[config.mk]
export PLATFORM = sky130hd
export DESIGN_NAME = tmcc_top
export DESIGN_NICKNAME = d
export VERILOG_FILES = /design/src/tmcc_pkg.sv /design/src/tmcc_evt_if.sv /design/src/tmcc_edge.sv /design/src/tmcc_presc.sv /design/src/tmcc_top.sv
export VERILOG_INCLUDE_DIRS = /design/src
export SDC_FILE = /design/constraint.sdc
export NUM_CORES = 1
export LEC_CHECK = 0
export ABC_AREA = 1
export BUFFER_PORTS_ARGS = -buffer_cell sky130_fd_sc_hd__buf_2
export CELL_PAD_IN_SITES_DETAIL_PLACEMENT = 0
export CELL_PAD_IN_SITES_GLOBAL_PLACEMENT = 1
export CORE_MARGIN = 2
export CORE_UTILIZATION = 40
export CTS_BUF_LIST = sky130_fd_sc_hd__clkbuf_8 sky130_fd_sc_hd__clkbuf_16
export DETAILED_ROUTE_END_ITERATION = 12
export GPL_ROUTABILITY_DRIVEN = 0
export PLACE_DENSITY_LB_ADDON = 0.1
export SLEW_MARGIN = 20
export SYNTH_ARGS = -nofsm -noshare
export SYNTH_HDL_FRONTEND = slang
export SYNTH_SLANG_ARGS = --single-unit
[constraint.sdc]
create_clock -name clk -period 15.15 [get_ports clk]
set_clock_uncertainty 0.2 [all_clocks]
set_input_delay 3.03 -clock clk [delete_from_list [all_inputs] [get_ports clk]]
set_output_delay 3.03 -clock clk [all_outputs]
set_load 0.005 [all_outputs]
[src/tmcc_regs.svh]
// register indices, field positions and reset values of the timer channel block
// assumes the includer sits on a 32-bit apb bus, byte address = four times the index
// Behaviour
// - split bit set gives 8-bit counting
// - trigger code 000: software start only
// - code 001: valid pin edge starts, captures
// - code 010: both pin edges start, capture
// - code 100: master interrupt triggers; others prohibited
// - mode 000x: interval timer, counts down
// - mode 010x: capture, counts up
// - mode 100x: one-count, counts down
// - mode 1100: capture and one-count, up
// - start bit clear: no start interrupt
// - start bit set: interrupt, toggle on start; the code does this in interval and capture modes only, not one-count
// - start write one sets enable status
// - 16-bit data register, resets to zero
// - stop write one halts the channel
// - clock select one counts pin edges
`ifndef TMCC_REGS_SVH
`define TMCC_REGS_SVH
`define TMCC_IDX_START 20'hF01B2
`define TMCC_IDX_STOP 20'hF01B4
`define TMCC_IDX_PRESC 20'hF01B6
`define TMCC_IDX_MODE1 20'hF0192
`define TMCC_IDX_MODE3 20'hF0196
`define TMCC_IDX_DATA1 20'hFFF1A
`define TMCC_IDX_DATA3 20'hFFF66
`define TMCC_IDX_ENSTAT 20'hF01C0
`define TMCC_IDX_IRQST 20'hF01C2
`define TMCC_IDX_IRQMSK 20'hF01C4
`define TMCC_IDX_CNT1 20'hF01C6
`define TMCC_IDX_CNT3 20'hF01C8
`define TMCC_CH1_BIT 1
`define TMCC_CH3_BIT 3
`define TMCC_MD_CCS 12
`define TMCC_MD_SPLIT 11
`define TMCC_MD_TRIG_HI 10
`define TMCC_MD_TRIG_LO 8
`define TMCC_MD_EDGE 6
`define TMCC_MD_OP_HI 3
`define TMCC_MD_OP_LO 1
`define TMCC_MD_SIRQ 0
`define TMCC_RST_REG16 16'h0000
`define TMCC_RST_PRESC 4'h0
`define TMCC_RST_IRQ 2'h0
`endif

[src/tmcc_pkg.sv]
// types shared by the timer channel block
// assumes nothing beyond a systemverilog compiler
package tmcc_pkg;
   typedef enum logic [2:0] {
      TMCC_IDLE = 3'b001,
      TMCC_WAIT = 3'b010,
      TMCC_RUN = 3'b100
   } tmcc_state_t;
   typedef enum logic [2:0] {
      TMCC_OP_INTERVAL = 3'b000,
      TMCC_OP_CAPTURE = 3'b010,
      TMCC_OP_ONECOUNT = 3'b100,
      TMCC_OP_CAPONE = 3'b110
   } tmcc_op_t;
   typedef enum logic [2:0] {
      TMCC_TRIG_SW = 3'b000,
      TMCC_TRIG_EDGE = 3'b001,
      TMCC_TRIG_BOTH = 3'b010,
      TMCC_TRIG_MASTER = 3'b100
   } tmcc_trig_t;
endpackage : tmcc_pkg

[src/tmcc_evt_if.sv]
// count tick and pin edge strobes passed from the helper modules to the core
// assumes all parties run on the one system clock
`timescale 1ns/100ps
`default_nettype none
interface tmcc_evt_if;
   logic tick;
   logic [1:0] rise;
   logic [1:0] fall;
   modport presc (output tick);
   modport edge_det (output rise, output fall);
   modport core (input tick, input rise, input fall);
endinterface : tmcc_evt_if
`default_nettype wire

[src/tmcc_edge.sv]
// edge detector for the timer input pins
// assumes the pins are already synchronous to clk
`timescale 1ns/100ps
`default_nettype none
module tmcc_edge (
   input wire logic clk,
   input wire logic reset,
   input wire logic [1:0] pin,
   tmcc_evt_if.edge_det evt
);
   logic [1:0] prev_q;

   // previous level, low after reset so a high pin gives one rise
   always_ff @(posedge clk or posedge reset) begin
      if (reset) begin
         prev_q <= 2'h0;
      end else begin
         prev_q <= pin;
      end
   end

   // strobes are combinational so the core sees them in the edge cycle
   assign evt.rise = pin & ~prev_q;
   assign evt.fall = ~pin & prev_q;
endmodule : tmcc_edge
`default_nettype wire

[src/tmcc_presc.sv]
// prescaler: one tick every 2**sel clocks
// assumes sel is stable while counting, a change only shifts the next tick
`timescale 1ns/100ps
`default_nettype none
module tmcc_presc (
   input wire logic clk,
   input wire logic reset,
   input wire logic [3:0] div_sel,
   tmcc_evt_if.presc evt
);
   logic [15:0] div_q;
   logic tick_q;
   logic [15:0] mask;

   // low bits below the selected power must all be ones
   assign mask = 16'(({16'h0000, 16'h0001} << div_sel) - 32'h0000_0001);

   // free running divider, ticks registered to keep the core path short
   always_ff @(posedge clk or posedge reset) begin
      if (reset) begin
         div_q <= 16'h0000;
         tick_q <= 1'b0;
      end else begin
         div_q <= div_q + 16'h0001;
         tick_q <= &(div_q | ~mask);
      end
   end

   assign evt.tick = tick_q;
endmodule : tmcc_presc
`default_nettype wire

[src/tmcc_top.sv]
// two timer channels with mode control, apb register file and interrupt
// assumes an apb3 master, synchronous timer input pins and one 25 mhz clock
//
// Implementation choice: the APB slave port.
`timescale 1ns/100ps
`default_nettype none
`include "tmcc_regs.svh"
module tmcc_top
   import tmcc_pkg::*;
#(
   parameter int ADDR_W = 24
) (
   input wire logic clk,
   input wire logic reset,
   input wire logic psel,
   input wire logic penable,
   input wire logic pwrite,
   input wire logic [ADDR_W-1:0] paddr,
   input wire logic [31:0] pwdata,
   output logic [31:0] prdata,
   output logic pready,
   output logic pslverr,
   input wire logic [1:0] timer_input_pin,
   input wire logic master_irq_in,
   output logic [1:0] timer_out,
   output logic irq
);
   localparam int CH_BIT [2] = '{`TMCC_CH1_BIT, `TMCC_CH3_BIT};
   localparam logic [19:0] DATA_IDX [2] = '{`TMCC_IDX_DATA1, `TMCC_IDX_DATA3};

   tmcc_evt_if evt ();

   logic [15:0] mode_q [2];
   logic [15:0] data_q [2];
   logic [15:0] cnt_q [2];
   tmcc_state_t state_q [2];
   logic [1:0] en_q;
   logic [1:0] tout_q;
   logic [1:0] evt_q;
   logic [1:0] st_q;
   logic [1:0] msk_q;
   logic [3:0] presc_q;
   logic [31:0] prdata_q;
   logic slverr_q;
   logic [31:0] rd_data;
   logic rd_hit;
   logic wr_go;
   logic [1:0] sw_start;
   logic [1:0] sw_stop;
   logic [1:0] wr_data;
   logic [2:0] trig_f [2];
   logic [2:0] op_f [2];
   logic [1:0] split;
   logic [1:0] sirq;
   logic [1:0] valid_edge;
   logic [1:0] opp_edge;
   logic [1:0] master_src;
   logic [1:0] trig_hit;
   logic [1:0] cnt_tick;
   logic [1:0] legal;
   logic [1:0] zero;
   logic [1:0] start_evt;
   logic [15:0] init_val [2];

   function automatic logic idx_hit(input logic [ADDR_W-1:0] a, input logic [19:0] idx);
      return a == {{(ADDR_W-22){1'b0}}, idx, 2'b00};
   endfunction : idx_hit

   // reload value, upper byte forced to zero in 8-bit operation
   function automatic logic [15:0] load_val(input logic [15:0] d, input logic sp);
      return sp ? {8'h00, d[7:0]} : d;
   endfunction : load_val

   // up count step, 8-bit operation wraps within the low byte
   function automatic logic [15:0] step_up(input logic [15:0] c, input logic sp);
      logic [15:0] n;
      n = c + 16'h0001;
      return sp ? {8'h00, n[7:0]} : n;
   endfunction : step_up

   tmcc_presc u_presc (
      .clk(clk),
      .reset(reset),
      .div_sel(presc_q),
      .evt(evt)
   );

   tmcc_edge u_edge (
      .clk(clk),
      .reset(reset),
      .pin(timer_input_pin),
      .evt(evt)
   );

   // channel 3 is slaved to the registered interrupt pulse of channel 1
   assign master_src = {evt_q[0], master_irq_in};

   // per channel decode of the mode fields and trigger sources
   always_comb begin
      for (int i = 0; i < 2; i++) begin
         trig_f[i] = mode_q[i][`TMCC_MD_TRIG_HI:`TMCC_MD_TRIG_LO];
         op_f[i] = mode_q[i][`TMCC_MD_OP_HI:`TMCC_MD_OP_LO];
         split[i] = mode_q[i][`TMCC_MD_SPLIT];
         sirq[i] = mode_q[i][`TMCC_MD_SIRQ];
         valid_edge[i] = mode_q[i][`TMCC_MD_EDGE] ? evt.rise[i] : evt.fall[i];
         opp_edge[i] = mode_q[i][`TMCC_MD_EDGE] ? evt.fall[i] : evt.rise[i];
         unique case (trig_f[i])
            TMCC_TRIG_EDGE: trig_hit[i] = valid_edge[i];
            TMCC_TRIG_BOTH: trig_hit[i] = evt.rise[i] | evt.fall[i];
            TMCC_TRIG_MASTER: trig_hit[i] = master_src[i];
            default: trig_hit[i] = 1'b0;
         endcase
         cnt_tick[i] = mode_q[i][`TMCC_MD_CCS] ? valid_edge[i] : evt.tick;
         // event counter and other codes leave the channel frozen
         legal[i] = (op_f[i] == TMCC_OP_INTERVAL) || (op_f[i] == TMCC_OP_CAPTURE) ||
                    (op_f[i] == TMCC_OP_ONECOUNT) || (op_f[i] == TMCC_OP_CAPONE && !sirq[i]);
         zero[i] = split[i] ? (cnt_q[i][7:0] == 8'h00) : (cnt_q[i] == 16'h0000);
         start_evt[i] = sirq[i] && (op_f[i] == TMCC_OP_INTERVAL || op_f[i] == TMCC_OP_CAPTURE);
         init_val[i] = (op_f[i] == TMCC_OP_CAPTURE || op_f[i] == TMCC_OP_CAPONE) ?
                       16'h0000 : load_val(data_q[i], split[i]);
      end
   end

   // read mux and address decode
   always_comb begin
      rd_data = 32'h0000_0000;
      rd_hit = 1'b1;
      if (idx_hit(paddr, `TMCC_IDX_START) || idx_hit(paddr, `TMCC_IDX_STOP)) begin
         rd_data = 32'h0000_0000;
      end else if (idx_hit(paddr, `TMCC_IDX_PRESC)) begin
         rd_data = {28'h0000000, presc_q};
      end else if (idx_hit(paddr, `TMCC_IDX_MODE1)) begin
         rd_data = {16'h0000, mode_q[0]};
      end else if (idx_hit(paddr, `TMCC_IDX_MODE3)) begin
         rd_data = {16'h0000, mode_q[1]};
      end else if (idx_hit(paddr, `TMCC_IDX_DATA1)) begin
         rd_data = {16'h0000, data_q[0]};
      end else if (idx_hit(paddr, `TMCC_IDX_DATA3)) begin
         rd_data = {16'h0000, data_q[1]};
      end else if (idx_hit(paddr, `TMCC_IDX_ENSTAT)) begin
         rd_data = {28'h0000000, en_q[1], 1'b0, en_q[0], 1'b0};
      end else if (idx_hit(paddr, `TMCC_IDX_IRQST)) begin
         rd_data = {30'h00000000, st_q};
      end else if (idx_hit(paddr, `TMCC_IDX_IRQMSK)) begin
         rd_data = {30'h00000000, msk_q};
      end else if (idx_hit(paddr, `TMCC_IDX_CNT1)) begin
         rd_data = {16'h0000, cnt_q[0]};
      end else if (idx_hit(paddr, `TMCC_IDX_CNT3)) begin
         rd_data = {16'h0000, cnt_q[1]};
      end else begin
         rd_hit = 1'b0;
      end
   end

   // write strobes, taken only at the access edge of a mapped address
   assign wr_go = psel && penable && pwrite && rd_hit;
   always_comb begin
      for (int i = 0; i < 2; i++) begin
         sw_start[i] = wr_go && idx_hit(paddr, `TMCC_IDX_START) && pwdata[CH_BIT[i]];
         sw_stop[i] = wr_go && idx_hit(paddr, `TMCC_IDX_STOP) && pwdata[CH_BIT[i]];
         wr_data[i] = wr_go && idx_hit(paddr, DATA_IDX[i]);
      end
   end

   // read data latched in the setup cycle, so the slave never waits
   always_ff @(posedge clk or posedge reset) begin
      if (reset) begin
         prdata_q <= 32'h0000_0000;
         slverr_q <= 1'b0;
      end else if (psel && !penable) begin
         prdata_q <= rd_data;
         slverr_q <= !rd_hit;
      end
   end

   assign prdata = prdata_q;
   assign pslverr = slverr_q;
   assign pready = 1'b1;

   // plain configuration registers
   always_ff @(posedge clk or posedge reset) begin
      if (reset) begin
         mode_q[0] <= `TMCC_RST_REG16;
         mode_q[1] <= `TMCC_RST_REG16;
         presc_q <= `TMCC_RST_PRESC;
         msk_q <= `TMCC_RST_IRQ;
      end else begin
         if (wr_go && idx_hit(paddr, `TMCC_IDX_MODE1)) mode_q[0] <= pwdata[15:0];
         if (wr_go && idx_hit(paddr, `TMCC_IDX_MODE3)) mode_q[1] <= pwdata[15:0];
         if (wr_go && idx_hit(paddr, `TMCC_IDX_PRESC)) presc_q <= pwdata[3:0];
         if (wr_go && idx_hit(paddr, `TMCC_IDX_IRQMSK)) msk_q <= pwdata[1:0];
      end
   end

   // sticky status, a new event beats a write-one clear in the same cycle
   always_ff @(posedge clk or posedge reset) begin
      if (reset) begin
         st_q <= `TMCC_RST_IRQ;
      end else begin
         st_q <= (st_q & ~((wr_go && idx_hit(paddr, `TMCC_IDX_IRQST)) ? pwdata[1:0] : 2'h0))
                 | evt_q;
      end
   end

   assign irq = |(st_q & msk_q);
   assign timer_out = tout_q;

   // channel engines; a hardware capture overrides a same-cycle data write
   always_ff @(posedge clk or posedge reset) begin
      if (reset) begin
         for (int i = 0; i < 2; i++) begin
            state_q[i] <= TMCC_IDLE;
            cnt_q[i] <= 16'h0000;
            data_q[i] <= `TMCC_RST_REG16;
         end
         en_q <= 2'h0;
         tout_q <= 2'h0;
         evt_q <= 2'h0;
      end else begin
         for (int i = 0; i < 2; i++) begin
            evt_q[i] <= 1'b0;
            if (wr_data[i]) data_q[i] <= pwdata[15:0];
            if (sw_stop[i]) begin
               en_q[i] <= 1'b0;
               state_q[i] <= TMCC_IDLE;
            end else if (sw_start[i]) begin
               en_q[i] <= 1'b1;
               if (trig_f[i] == TMCC_TRIG_SW && legal[i]) begin
                  state_q[i] <= TMCC_RUN;
                  cnt_q[i] <= init_val[i];
                  evt_q[i] <= start_evt[i];
                  if (start_evt[i]) tout_q[i] <= ~tout_q[i];
               end else begin
                  state_q[i] <= TMCC_WAIT;
               end
            end else if (state_q[i] == TMCC_WAIT && trig_hit[i] && legal[i]) begin
               state_q[i] <= TMCC_RUN;
               cnt_q[i] <= init_val[i];
               evt_q[i] <= start_evt[i];
               if (start_evt[i]) tout_q[i] <= ~tout_q[i];
            end else if (state_q[i] == TMCC_RUN && legal[i]) begin
               unique case (op_f[i])
                  TMCC_OP_INTERVAL: begin
                     if (cnt_tick[i] && zero[i]) begin
                        cnt_q[i] <= load_val(data_q[i], split[i]);
                        evt_q[i] <= 1'b1;
                        tout_q[i] <= ~tout_q[i];
                     end else if (cnt_tick[i]) begin
                        cnt_q[i] <= cnt_q[i] - 16'h0001;
                     end
                  end
                  TMCC_OP_CAPTURE: begin
                     if (trig_hit[i]) begin
                        data_q[i] <= cnt_q[i];
                        cnt_q[i] <= 16'h0000;
                        evt_q[i] <= 1'b1;
                     end else if (cnt_tick[i]) begin
                        cnt_q[i] <= step_up(cnt_q[i], split[i]);
                     end
                  end
                  TMCC_OP_ONECOUNT: begin
                     if (cnt_tick[i] && zero[i]) begin
                        evt_q[i] <= 1'b1;
                        tout_q[i] <= ~tout_q[i];
                        state_q[i] <= TMCC_WAIT;
                     end else if (cnt_tick[i]) begin
                        cnt_q[i] <= cnt_q[i] - 16'h0001;
                     end
                  end
                  TMCC_OP_CAPONE: begin
                     if (opp_edge[i]) begin
                        data_q[i] <= cnt_q[i];
                        evt_q[i] <= 1'b1;
                        state_q[i] <= TMCC_WAIT;
                     end else if (cnt_tick[i]) begin
                        cnt_q[i] <= step_up(cnt_q[i], split[i]);
                     end
                  end
               endcase
            end
         end
      end
   end

   logic quiet0;
   assign quiet0 = !sw_start[0] && !sw_stop[0];
endmodule : tmcc_top
`default_nettype wire

=== After elaboration in Yosys (flattened, before gate mapping) ===
Index checks and enable logic that the tools add are counted.

* Register bits: 168
* Output and inout port bits: 37
* Logic and storage cells: 285

* Add/sub/neg operators: 6
* Eq/ne operators: 38
* Shifts and indexed selects: 1
* Multiplexer cells: 129
* Bitwise gates (word level): 16
* Reduce and logical (&&, ||, !) cells: 74

{| class="wikitable"
|+ Operators by type and width
! cell !! count
|-
| 16-bit two-way mux || 51
|-
| 24-bit by 22-bit == test with 1-bit output, second input constant || 12
|-
| 16-bit one-hot mux with 4 select lines || 2
|-
| 16-bit one-hot mux with 2 select lines || 2
|-
| 1-bit two-way mux || 53
|-
| 16-bit by 1-bit adder with 16-bit output, second input constant || 3
|-
| 16-bit by 1-bit subtractor with 16-bit output, second input constant || 3
|-
| 3-bit two-way mux || 14
|-
| 16-bit zero test || 2
|-
| 1-bit logical AND || 31
|-
| 3-bit == test, second input constant || 8
|-
| 5-bit AND reduction || 4
|-
| 3-bit by 2-bit == test with 1-bit output, second input constant || 6
|-
| 3-bit nonzero test || 6
|-
| 8-bit zero test || 2
|-
| 16-bit NOT || 1
|-
| 16-bit bitwise OR || 1
|-
| 16-bit AND reduction || 1
|-
| 1-bit by 4-bit << shifter with 16-bit output, first input constant || 1
|-
| 3-bit zero test || 4
|-
| 1-bit one-hot mux with 3 select lines || 4
|-
| 3-bit one-hot mux with 2 select lines || 2
|-
| 5-bit by 3-bit != test with 1-bit output, second input constant || 2
|-
| 5-bit by 4-bit != test with 1-bit output, second input constant || 2
|-
| 17 further kinds || 47
|}

=== Depth between registers and ports, before layout ===
Gate-level depths: netlist of the first run.

* Word-level depth: 21
* Mapped depth: 18

=== Modules after synthesis ===
A second synthesis of the first run with hierarchy kept.

* Cells, all modules: 1,867
* Area total of the unflattened synthesis: 11,946.5 um^2

{| class="wikitable"
|+ Modules (own cells, without submodules)
! module !! times used !! cells each !! area each (um^2) !! sequential area each (um^2)
|-
| tmcc_top || 1 || 1,725 || 10,859.2 || 3,330.7
|-
| tmcc_presc || 1 || 131 || 1,003.5 || 400.4
|-
| tmcc_edge || 1 || 11 || 83.8 || 50.0
|}

=== Least setup slack after synthesis of the first run ===
No wires, ideal clock.

* Kind: input port to flip-flop
* From: input timer_input_pin[1]
* To: register cnt_q[4] (netlist bit)
* Data arrival time: 4.613 ns
* Path slack: 10.221 ns
* Stages: 14
* Buffers on the path: 1
* Path through: inv_1 -> ha_1 -> nand2_1 -> nand3_1 -> o21ai_2 -> nor2_1 -> nand3_2 -> buf_2 -> o211ai_1 -> o211ai_1 -> o21ai_0 -> inv_1 -> nand3_2 -> nand2_1

* Word-level cells in the longest chain between the ends: 10
* Elaborated cells on any way between the ends: 25

{| class="wikitable"
|+ RTL lines
! element !! RTL line !! RTL
|-
| from (decl) || tmcc_top.sv:23 || <nowiki>input wire logic [1:0] timer_input_pin,</nowiki>
|-
| 2-bit NOT || tmcc_edge.sv:24 || <nowiki>assign evt.fall = ~pin & prev_q;</nowiki>
|-
| 2-bit bitwise AND || tmcc_edge.sv:24 ||
|-
| 1-bit two-way mux || tmcc_top.sv:105 || <nowiki>valid_edge[i] = mode_q[i][`TMCC_MD_EDGE] ? evt.rise[i] : evt.fall[i];</nowiki>
|-
| 1-bit two-way mux || tmcc_top.sv:113 || <nowiki>cnt_tick[i] = mode_q[i][`TMCC_MD_CCS] ? valid_edge[i] : evt.tick;</nowiki>
|-
| 16-bit two-way mux / 1-bit logical AND (equally long branches) || n/a ||
|-
| 16-bit two-way mux, on equally long branches || n/a ||
|-
| 16-bit one-hot mux with 4 select lines || tmcc_top.sv:242 || <nowiki>unique case (op_f[i])</nowiki>
|-
| 16-bit two-way mux || tmcc_top.sv:241 || <nowiki>end else if (state_q[i] == TMCC_RUN && legal[i]) begin</nowiki>
|-
| 16-bit two-way mux || tmcc_top.sv:236 || <nowiki>end else if (state_q[i] == TMCC_WAIT && trig_hit[i] && legal[i]) begin</nowiki>
|-
| 16-bit two-way mux || tmcc_top.sv:226 || <nowiki>end else if (sw_start[i]) begin</nowiki>
|-
| to (signal, indexed assignment) || tmcc_top.sv:230 || <nowiki>cnt_q[i] <= init_val[i];</nowiki>
|-
| to (signal, indexed assignment) || tmcc_top.sv:238 || <nowiki>cnt_q[i] <= init_val[i];</nowiki>
|-
| to (signal, indexed assignment) || tmcc_top.sv:245 || <nowiki>cnt_q[i] <= load_val(data_q[i], split[i]);</nowiki>
|-
| to (decl) || tmcc_top.sv:35 || <nowiki>logic [15:0] cnt_q [2];</nowiki>
|}

Parallel ways exist; a longest one is shown, timed or not. The select of a mux whose other input is x is not followed.
A chain may end at the register's enable or synchronous reset.

=== Final worst setup path of the first run ===
* From: input timer_input_pin[1]
* To: register data_q[0] (netlist bit)

* Word-level cells in the longest chain between the ends: 10
* Elaborated cells on any way between the ends: 16

{| class="wikitable"
|+ RTL lines
! element !! RTL line !! RTL
|-
| 2-bit NOT || tmcc_edge.sv:24 ||
|-
| 2-bit bitwise AND || tmcc_edge.sv:24 ||
|-
| 1-bit bitwise OR / 1-bit two-way mux (equally long branches) || tmcc_top.sv:109, tmcc_top.sv:105 ||
|-
| 1-bit one-hot mux with 3 select lines || tmcc_top.sv:107 || <nowiki>unique case (trig_f[i])</nowiki>
|-
| 16-bit two-way mux || tmcc_top.sv:253 || <nowiki>if (trig_hit[i]) begin</nowiki>
|-
| 16-bit one-hot mux with 2 select lines || tmcc_top.sv:242 ||
|-
| 16-bit two-way mux || tmcc_top.sv:241 ||
|-
| 16-bit two-way mux * || tmcc_top.sv:236 ||
|-
| 16-bit two-way mux * || tmcc_top.sv:226 ||
|-
| 16-bit two-way mux * || tmcc_top.sv:223 || <nowiki>if (sw_stop[i]) begin</nowiki>
|-
| to (signal, indexed assignment) || tmcc_top.sv:214 || <nowiki>data_q[i] <= `TMCC_RST_REG16;</nowiki>
|-
| to (signal, indexed assignment) || tmcc_top.sv:222 || <nowiki>if (wr_data[i]) data_q[i] <= pwdata[15:0];</nowiki>
|-
| to (signal, indexed assignment) || tmcc_top.sv:254 || <nowiki>data_q[i] <= cnt_q[i];</nowiki>
|-
| to (decl) || tmcc_top.sv:34 || <nowiki>logic [15:0] data_q [2];</nowiki>
|}

Mark *: on every way between the ends. The rest lies on a longest branch, timed or not.

==> results of run 1 <==
[metrics by stage]
stage	instances	setup WS [ns]	hold WS [ns]
detailed placement	2192	8.29	0.243
CTS	2223	8.75	0.256
finish	2223	8.77	0.246
global placement	2192	8.34	0.226
global route	2223	8.41	0.278
floorplan	1830	7.86	0.217
[layout make-up]
type                       count  area [um2]
timing repair buffer          73         380
fill                        3172       16600
tap                          390         488
clock inverter                13         148
clock buffer                  18         439
sequential                   151        3780
inverter                     223         847
multi-input combinational   1355        6750
[report_power, final]
part | internal, mW | leakage (nW) | switching, mW
Combinational | 0.00782 | 4.13 | 0.0278
Sequential | 0.403 | 2.01 | 0.000163
Clock | 0.248 | 0.286 | 0.200
Total | 0.659 | 6.42 | 0.228
[routing by layer]
metal,vias to the layer above,wire (um)
met4,0,973
met5,-,0
li1,5951,-
met3,53,2660
met2,417,19700
met1,5908,20500
[how the worst max path moves through the flow]
stage / start / cells after the start / slack, ns / to
6_report: timer_input_pin[1] / 12 / 8.77 / data_q[0]$_DFF_PP0_
5_1_grt: timer_input_pin[1] / 12 / 8.41 / data_q[0]$_DFF_PP0_
4_1_cts: timer_input_pin[1] / 12 / 8.75 / data_q[0]$_DFF_PP0_
3_5_place_dp: timer_input_pin[1] / 12 / 8.29 / data_q[5]$_DFF_PP0_
3_3_place_gp: timer_input_pin[1] / 12 / 8.34 / data_q[15]$_DFF_PP0_
2_1_floorplan: reset / 1 / 7.86 / cnt_q[0]$_DFFE_PP0P_
[registers in the layout, indices dropped and copies added (netlist names)]
| signal | count |
|---|---|
| mode_q | 32 |
| prdata | 16 |
| cnt_q | 32 |
| timer_out | 2 |
| state_q | 6 |
| u_presc.evt.tick | 1 |
| presc_q | 4 |
| u_edge.prev_q | 2 |
| en_q | 2 |
| u_presc.div_q | 15 |
| evt_q | 2 |
| st_q | 2 |
| data_q | 32 |
| pslverr | 1 |
| msk_q | 2 |
[cell usage after synthesis (9+ instances only)]
cell type / number
nand2_1: 465
inv_1: 218
o21ai_0: 195
nor2_1: 161
dfrtp_1: 149
nand3_1: 141
nand4_1: 55
clkbuf_1: 46
xor2_1: 46
o21ai_1: 45
a21oi_1: 40
nor3_1: 29
buf_4: 24
o211ai_1: 24
buf_2: 15
nand3_2: 14
buf_6: 12
nor2_2: 12
o22ai_1: 12
ha_1: 10
nand2_2: 10
o21bai_1: 10
o31ai_1: 9
[kinds of logic after synthesis]
| group | Yosys count | synth area share, % |
|---|---|---|
| AND/OR/NAND/NOR | 912 | 34.0 |
| AO/OA/AOI/OAI | 367 | 17.4 |
| buffers and inverters | 324 | 12.2 |
| flip-flops | 151 | 31.7 |
| XOR/XNOR | 49 | 3.60 |
| adder cells (fa/ha/maj) | 10 | 1.05 |
| other | 2 | 0.0630 |
[placed cells by master, fill, tap and decap left out, types with 3 or more instances in the layout]
cell	synthesis	final
a21oi_1	40	40
a22o_1	5	5
a31oi_1	6	6
buf_2	15	67
buf_4	24	6
clkbuf_16	0	17
clkinv_1	3	3
clkinv_4	1	5
conb_1	2	17
dfrtp_1	149	149
ha_1	10	10
inv_1	218	218
inv_6	0	3
nand2_1	465	464
nand2_2	10	11
nand3_1	141	141
nand3_2	14	14
nand4_1	55	55
nor2_1	161	160
nor2_2	12	13
nor2_4	5	5
nor3_1	29	29
nor4_1	3	3
o2111ai_1	6	6
o211ai_1	24	24
o21ai_0	195	195
o21ai_1	45	45
o21bai_1	10	10
o22ai_1	12	12
o31ai_1	9	9
or2_2	6	6
xnor2_1	3	3
xor2_1	46	46
==> summary.txt, run 1 <==
Power and ir drop
  – Leak pwr: 6.42 nW
  – Peak supply drop: 0.0000767 V
  – P per Cell Area: between 60 and 70 nW/um2
  – Total power: 0.887 mW

Route
  – DR vias: about 12k
  – Antenna-violating nets left: 0
  – Initial drt markers: about 1.1k
  – Drt pass-1 iters: 6
  – Vias per inst: 5.55
  – Routed WL: between 40000 and 50000 um
  – DRC viols: 0
  – DR WL/cell: between 15 and 20 um

STA
  – Endpoints failing setup: 0
  – Actual slew at the worst max-slew pin: a little over 1 ns
  – Pins Over Slew Limit: 0
  – Final Cycle Share: between 40% and 50%
  – RSZ-0062 raised after global routing: false
  – Period minus WS final: roughly 6.4 ns
  – Max-slew headroom: just over 30%
  – Max Freq: approximately 160 MHz
  – Setup TNS: 0 ns
  – Final number of hold-violating endpoints: 0

Critical path
  – Critical-path cell list: buf_2 > inv_1 > ha_1 > nand2_1 > nand2_1 > nand4_1 > nand3_1 > nand4_1 > nand2_1 > inv_1 > nand4_2 > o21ai_0
  – Crit-path leading delay family: simple AND/OR/NAND/NOR gates
  – R2r startpoint: u_edge.prev_q[1]$_DFF_PP0_
  – Highest fanout seen on the critical path: 32
  – Worst r2r dst: data_q[0]$_DFF_PP0_
  – Element type at the critical path end: flop
  – Kind of critical path: in2reg
  – CP Launch Type: primary input
  – CP most frequent cell: nand2_1
  – WP buf/inv: 3
  – Worst path max stage delay: between 0.8 and 0.9 ns
  – Worst EP arrival: ~6.5 ns
  – Critical Path RT: around 15 ns
  – CP max stage cell: nand4_2
  – R2R Setup Slk: roughly 11 ns
  – Worst reg2reg path depth: 11

Synth
  – FFs w/ async S/R, synth: 100%
  – Yosys top cell area share: approximately 31%
  – Ys flop type: dfrtp_1
  – Yosys reg bits: roughly 150
  – Syn_area_per_cell: around 6.6 um2
  – Largest area contributor in the netlist: dfrtp_1
  – Warnings from Yosys: 0
  – Synth unique cells: 58
  – Register area share after synthesis: 31.7%
  – Cells after Synth: around 1.8k
  – Largest cells by area after synthesis: dfrtp_1 31%, nand2_1 15%, o21ai_0 8.2%, inv_1 6.9%, nand3_1 5.9%
  – Post-synth EDFFs: 0
  – Post-Syn Area: roughly 12000 um2

Clock tree
  – Clk buf depth: 2
  – Root Buffer: clkbuf_16
  – Hold Buf Count CTS: 0
  – Clk sinks: roughly 150
  – Clk_lat worst skew: around 0.45 ns
  – Post-CTS setup repair buffer count: 0
  – CTS clk-pin slew, worst paths: approximately 0.060 ns
  – CTS Buf Count: 17
  – Htree depth: 4
  – Post-cts sizing count: 0
  – CTS tree: yes

Global route
  – First-pass GRT wire length: between 60000 and 70000 um
  – Initial antenna violation count: 0
  – Top Usage Layer GRT: met2
  – Met1 Use GR: between 40% and 50%
  – Grt ovf: 0
  – Met2 Track Usage GR: about 45%
  – Largest net degree at the start of global routing: between 80 and 90
  – Vias in the first global route: 11.4k
  – Total track usage: roughly 29%
  – GR Util met3: under 10%

Layout
  – Fraction of layout cells with a size suffix above 1: 9.17%
  – Layout Nets: 1895
  – Final Core Density: a little over two fifths
  – Area Overhead vs Synth: 7.62%
  – Cell area after layout: about 13000 um2
  – # diodes: 0

Worst hold path
  – Hold crit path type: reg2reg
  – Hold Crit Endpoint: st_q[1]$_DFF_PP0_
  – Hold_sp: evt_q[1]$_DFF_PP0_
  – Hold Path Depth: 1

Place
  – Post-DP HPWL: between 30000 and 40000 um
  – PortBufs: 67
  – Placed cell areas: between 10000 and 15000 um2

Floorplanning
  – Initial Utilization: around two fifths
  – Chip Height: 177 um
  – Die width: between 150 and 200 um
  – I/O pins: 101
  – Core Rows: 63
  – Core area: ~29000 um2
  – Die area: roughly 31000 um2

Job
  – Max_cap viols: 0

Run status
  – Status: complete, no violations
(Power assumes the default switching activity.)
==> run 2, diff against run 1 <==
ABC_AREA = 0   (was 1)
clock period = 6 ns   (was 15.15 ns; I/O delays follow)
==> summary.txt, run 2 <==
Synth
  – Ys flop type: dfrtp_1
  – Largest area contributor in the netlist: dfrtp_1
  – Post-synth EDFFs: 0 (unchanged)
  – Register area share after synthesis: 36.3% (+4.6 points)
  – Post-Syn Area: 10400 um2 (-13%)
  – Synth top cells by count: 149 x dfrtp_1, 130 x nand2_1, 78 x nor2_1, 78 x o21ai_0, 59 x clkbuf_1
  – Largest cells by area after synthesis: dfrtp_1 36%, nand2_1 4.7%, mux2_2 4.0%, o21ai_0 3.7%, nor2_1 2.8%
  – Cells after Synth: 1205 (-34%)
  – FFs w/ async S/R, synth: 100% (unchanged)
  – Syn_area_per_cell: 8.64 um2 (+32%)
  – Yosys top cell area share: 35.8% (+4.5 points)
  – Top-count cell post-synth: dfrtp_1
  – Yosys reg bits: 151 (unchanged)
  – Synth unique cells: 89 (+53%)
  – Warnings from Yosys: 0 (unchanged)

Layout
  – # diodes: 0 (unchanged)
  – Footprint of the multi-input gates: 6070 um2 (-10%)
  – Largest regs: cnt_q (32), data_q (32), mode_q (32)
  – Seq. cell area: 3780 um2 (unchanged)
  – Fraction of layout cells with a size suffix above 1: 15.1% (+5.9 points)
  – Layout Nets: 1290 (-32%)
  – Final cell count without fillers: 1564 (-30%)
  – Area Overhead vs Synth: 9.48%
  – Commonest cells after routing, fill and taps aside: 149 x dfrtp_1, 130 x nand2_1, 78 x o21ai_0, 77 x nor2_1, 67 x buf_2
  – Fillcell total: 2556 (-19%)
  – Commonest non-fill, non-tap cell in the layout: dfrtp_1
  – Final Core Density: 44.1% (+0.58 points)

STA
  – Setup TNS: 0 ns (unchanged)
  – Max-slew headroom: 18.8% (-12 points)
  – Max Freq: 247 MHz
  – Final number of hold-violating endpoints: 0 (unchanged)
  – Endpoints failing setup: 0 (unchanged)
  – Final Cycle Share: 67.6%
  – Period minus WS final: between 4 and 5 ns
  – Actual slew at the worst max-slew pin: 1.21 ns (+0.180 ns)
  – Pins Over Slew Limit: 0 (unchanged)
  – RSZ-0062 raised after global routing: false

Critical path
  – Element type at the critical path end: flop
  – R2r startpoint: u_edge.prev_q[0]$_DFF_PP0_
  – Highest fanout seen on the critical path: 23 (-28%)
  – R2R Setup Slk: 2.45 ns (-8.70 ns)
  – Worst r2r dst: cnt_q[21]$_DFFE_PP0P_
  – Worst reg2reg path depth: 9 (-2)
  – Critical Path RT: 6.11 ns (-9.18 ns)
  – CP Launch Type: primary input
  – Worst EP arrival: 4.17 ns (-2.34 ns)
  – Kind of critical path: in2reg

Route
  – DR vias: 9674 (-22%)
  – Vias per inst: 6.19 (+12%)
  – DRC viols: 0 (unchanged)
  – DR WL/cell: 22.3 um (+13%)
  – Routed WL: 34900 um (-20%)
  – Drt pass-1 iters: 5 (-1)
  – Initial drt markers: 1025 (-4.9%)
  – Antenna-violating nets left: 0 (unchanged)

Place
  – Number of instances in the placed design: 1531 (-30%)
  – Post-DP HPWL: 25700 um (-21%)
  – PortBufs: 67 (unchanged)

Worst hold path
  – Hold_sp: evt_q[1]$_DFF_PP0_
  – Hold Crit Endpoint: st_q[1]$_DFF_PP0_
  – Hold Path Depth: 1 (unchanged)
  – Hold crit path type: reg2reg

Power and ir drop
  – Clock share of power: 44.2% (-6.3 points)
  – Leak pwr: 4.68 nW (-27%)
  – Total power: 2.51 mW (+180%)
  – Gate power share: 9.8% (+5.8 points)
  – Pint: 1.78 mW (+170%)
  – Seq pwr share: 46.1% (+0.6 points)
  – Switching power: 0.733 mW (+220%)
  – Peak supply drop: 0.000168 V (+120%)
  – Net Sw Frac: 29.1% (+3.5 points)
  – P per Cell Area: 221 nW/um2 (+220%)

Global route
  – Grt ovf: 0 (unchanged)
  – Initial antenna violation count: 0 (unchanged)
  – Vias in the first global route: 9193 (-19%)
  – Total track usage: 26.3% (-2.3 points)
  – Largest net degree at the start of global routing: 97 (+10%)
  – First-pass GRT wire length: 54900 um (-19%)

Clock tree
  – Root Buffer: clkbuf_16
  – Htree depth: 4 (unchanged)
  – Hold Buf Count CTS: 0 (unchanged)
  – CTS clk-pin slew, worst paths: 0.07 ns (about the same)
  – CTS tree: yes
  – Clk_lat worst skew: 0.43 ns (-0.02 ns)
  – Post-CTS setup repair buffer count: 0 (unchanged)
  – Post-cts sizing count: 0 (unchanged)
  – Clk sinks: 151 (unchanged)
  – Clk buf depth: 2 (unchanged)
  – CTS Buf Count: 17 (unchanged)

Floorplanning
  – Core Rows: 59 (-6.3%)
  – I/O pins: 101 (unchanged)
  – Chip Height: 165 um (-6.4%)
  – Core area: 25800 um2 (-12%)
  – Initial Utilization: 40.3% (-0.16 points)
  – Die area: 27300 um2 (-12%)
  – Die width: 165 um (-6.4%)

Job
  – Max_cap viols: 0 (unchanged)

Run status
  – Status: complete, no violations
==> run 2: changes by cell type after synthesis, moves of 25 or more <==
| cell | delta |
|---|---|
| a31oi_1 | +30 |
| inv_1 | -192 |
| mux2_2 | +37 |
| mux2i_1 | +25 |
| nand2_1 | -335 |
| nand3_1 | -101 |
| nand4_1 | -28 |
| nor2_1 | -83 |
| o21ai_0 | -117 |
| o21ai_1 | -36 |
| xor2_1 | -34 |
==> run 2: power by group through the flow <==
stage	clock network (mW)	registers, mW	logic (mW)
after global routing	1.17	1.17	0.277
after global placement	0	1.17	0.245
after floorplan	0	1.09	0.240
after detailed placement	0	1.17	0.245
final	1.11	1.16	0.245
after CTS	1.13	1.15	0.246
==> run 2: how the worst max path moves through the flow <==
stage	startpoint	endpoint
final	timer_input_pin[0]	cnt_q[21]$_DFFE_PP0P_
after global routing	paddr[2]	data_q[25]$_DFF_PP0_
after CTS	paddr[17]	data_q[31]$_DFF_PP0_
after detailed placement	paddr[17]	data_q[31]$_DFF_PP0_
after global placement	timer_input_pin[0]	cnt_q[21]$_DFFE_PP0P_
after floorplan	reset	cnt_q[0]$_DFFE_PP0P_
==> run 2: critical path, stage by stage <==
cell      delay [ns]
buf_2           0.10
inv_1           0.04
ha_1            0.22
mux2_4          0.31
a311oi_2        0.57
or4bb_4         0.32
and2_4          0.35
a21o_1          0.64
nor3_1          0.12
a221o_1         0.28
==> run 2: cells by family after synthesis <==
logic type	count (synthesis)	synth area share, %
simple gates	452	22.8
fa+ha+maj	11	1.30
compound gates	363	24.1
other cells	2	0.0721
mux	63	6.55
xor+xnor	33	2.78
flops	151	36.3
buf+inv	130	6.02
==> run 2: through the flow <==
step	setup slack, ns	hold slack [ns]	instance area [um2]
after detailed placement	1.53	0.216	10800
after global placement	1.51	0.212	10800
after floorplan	0.539	0.204	10500
final	1.95	0.231	11400
after global routing	1.71	0.266	11400
after CTS	1.96	0.233	11400
==> run 2: cell type report <==
type                    count  share of cell area [%]
inverters                  26                   0.900
multi-input cells         939                    53.2
clock buffers              18                    3.85
well taps                 335                    3.68
repair buffers             81                    3.84
flip-flops and latches    151                    33.2
clock inverters            14                    1.32
==> run 2: metal layers <==
layer	up-vias	GRT usage, %	routed length, um
met3	50	3.37	1890
met5	-	0	0
li1	4543	-	-
met2	318	41.3	16000
met4	0	7.05	675
met1	4763	38.2	16300
==> run 3, diff against run 2 <==
ABC_AREA = 1   (was 0)
clock period = 3.4 ns   (was 6 ns; I/O delays follow)
==> summary.txt, run 3 (synthesis results as in run 1) <==
Clock tree
  – Root Buffer: clkbuf_16
  – Clk_lat worst skew: 0.45 ns (+0.02 ns)
  – Post-CTS setup repair buffer count: 0 (unchanged)
  – CTS Buf Count: 17 (unchanged)
  – CTS clk-pin slew, worst paths: 0.08 ns (about the same)
  – Clk buf depth: 2 (unchanged)
  – Hold Buf Count CTS: 1 (+1)
  – Htree depth: 4 (unchanged)
  – CTS tree: yes
  – Clk sinks: 151 (unchanged)
  – Post-cts sizing count: 0 (unchanged)

STA
  – Actual slew at the worst max-slew pin: 0.808 ns (-0.400 ns)
  – Period minus WS final: approximately 3 ns
  – Final number of hold-violating endpoints: 0 (unchanged)
  – Endpoints failing setup: 0 (unchanged)
  – Setup TNS: 0 ns (unchanged)
  – Pins Over Slew Limit: 0 (unchanged)
  – Final Cycle Share: around 90%
  – Max-slew headroom: 45.4% (+27 points)
  – RSZ-0062 raised after global routing: false
  – Max Freq: 328 MHz

Layout
  – Commonest non-fill, non-tap cell in the layout: nand2_1
  – Largest regs: cnt_q (32), data_q (32), mode_q (32)
  – Layout Nets: 1948 (+51%)
  – Fraction of layout cells with a size suffix above 1: 11.6% (-3.4 points)
  – Commonest cells after routing, fill and taps aside: 465 x nand2_1, 217 x inv_1, 195 x o21ai_0, 161 x nor2_1, 149 x dfrtp_1
  – Area Overhead vs Synth: 11.7%
  – # diodes: 0 (unchanged)
  – Final cell count without fillers: 2276 (+46%)

Power and ir drop
  – Leak pwr: 6.70 nW (+43%)
  – Gate power share: 4.2% (-5.6 points)
  – Seq pwr share: 45.1% (-1.0 points)
  – Pint: 2.96 mW (+66%)
  – Peak supply drop: 0.000360 V (+110%)
  – P per Cell Area: 299 nW/um2 (+36%)
  – Switching power: 1.02 mW (+40%)
  – Clock share of power: 50.6% (+6.4 points)
  – Net Sw Frac: 25.7% (-3.5 points)

Critical path
  – Kind of critical path: reg2reg
  – R2r startpoint: cnt_q[0]$_DFFE_PP0P_
  – Critical Path RT: 3.56 ns (-2.55 ns)
  – Critical path capture point: state_q[1]$_DFFE_PP0P_
  – Worst r2r dst: state_q[1]$_DFFE_PP0P_
  – R2R Setup Slk: 0.35 ns (-2.10 ns)
  – Worst reg2reg path depth: 13 (+4)
  – Worst EP arrival: 3.21 ns (-0.96 ns)
  – Highest fanout seen on the critical path: 21 (-8.7%)
  – Element type at the critical path end: flop
  – CP Launch Point: cnt_q[0]$_DFFE_PP0P_
  – CP Launch Type: flop

Route
  – Vias per inst: 5.51 (-11%)
  – DR vias: 12.5k (+30%)
  – DR WL/cell: 19.4 um (-13%)
  – DRC viols: 0 (unchanged)
  – Routed WL: 44100 um (+26%)
  – Initial drt markers: 1175 (+15%)
  – Drt pass-1 iters: 5 (unchanged)
  – Antenna-violating nets left: 0 (unchanged)

Job
  – Max_cap viols: 0 (unchanged)

Worst hold path
  – Hold_sp: timer_input_pin[0]
  – Hold crit path type: in2reg

Floorplanning
  – Chip Height: 177 um (+6.9%)
  – Die width: 177 um (+6.9%)
  – I/O pins: 101 (unchanged)
  – Core Rows: 63 (+6.8%)
  – Core area: 29500 um2 (+14%)
  – Die area: 31200 um2 (+14%)
  – Initial Utilization: 40.5% (+0.16 points)

Global route
  – Vias in the first global route: 11.7k (+27%)
  – First-pass GRT wire length: 68600 um (+25%)
  – Largest net degree at the start of global routing: 84 (-13%)
  – Total track usage: 28.8% (+2.5 points)
  – Grt ovf: 0 (unchanged)
  – Initial antenna violation count: 0 (unchanged)

Place
  – PortBufs: 67 (unchanged)
  – Post-DP HPWL: 33700 um (+31%)
  – Number of instances in the placed design: 2244 (+47%)

Run status
  – Status: complete, no violations
[run 3: metrics by stage]
stage          power (mW)  instance area [um2]  hold WS [ns]  util [%]  worst slack (ns)
5_1_grt              4.10                13300         0.170      45.2             0.154
3_5_place_dp         2.00                12700         0.242      43.1             0.148
3_3_place_gp         2.00                12700         0.228      43.1             0.223
6_report             3.98                13300         0.187      45.2             0.351
2_1_floorplan        1.93                12000         0.217         -             0.619
4_1_cts              4.02                13300         0.174      45.2             0.417
[run 3: how the worst min path moves through the flow]
stage | cells past startpoint | slack, ns | to
global route | 1 | 0.17 | u_edge.prev_q[0]$_DFF_PP0_
floorplan | 1 | 0.22 | st_q[1]$_DFF_PP0_
global placement | 1 | 0.23 | st_q[1]$_DFF_PP0_
CTS | 1 | 0.17 | u_edge.prev_q[0]$_DFF_PP0_
detailed placement | 1 | 0.24 | st_q[1]$_DFF_PP0_
finish | 1 | 0.19 | u_edge.prev_q[0]$_DFF_PP0_
[run 3: final cells by class]
| cell class | count | area [um2] |
|---|---|---|
| fill | 3163 | 16200 |
| inverter | 223 | 846 |
| clock inverter | 13 | 163 |
| timing repair buffer | 126 | 856 |
| clock buffer | 18 | 439 |
| multi-input combinational | 1355 | 6750 |
| sequential | 151 | 3780 |
| tap | 390 | 488 |
[run 3: critical path, cell delays in order (launching register included)]
cell	delay [ns]
dfrtp_1	0.44
clkinv_1	0.20
ha_1	0.25
nand3_1	0.17
nor2_1	0.23
nand3_2	0.25
buf_12	0.24
nand2_1	0.06
o311ai_0	0.26
o21ai_0	0.27
inv_1	0.08
nand2_1	0.11
nand2_1	0.06
o22ai_1	0.12
[run 3: routing by layer]
| metal | global-route usage, % | part of all wire (%) | vias up |
|---|---|---|---|
| li1 | - | - | 6049 |
| met1 | 40.5 | 46 | 5990 |
| met2 | 46.5 | 46 | 455 |
| met3 | 3.78 | 6.2 | 52 |
| met4 | 7.89 | 1.9 | 0 |
| met5 | 0 | 0 | - |
[run 3: power groups by stage]
stage / registers, mW / logic, mW / clock network, mW
floorplan: 1.83 / 0.0947 / 0
global placement: 1.83 / 0.169 / 0
detailed placement: 1.83 / 0.169 / 0
CTS: 1.80 / 0.171 / 2.05
global route: 1.80 / 0.189 / 2.12
finish: 1.80 / 0.169 / 2.02
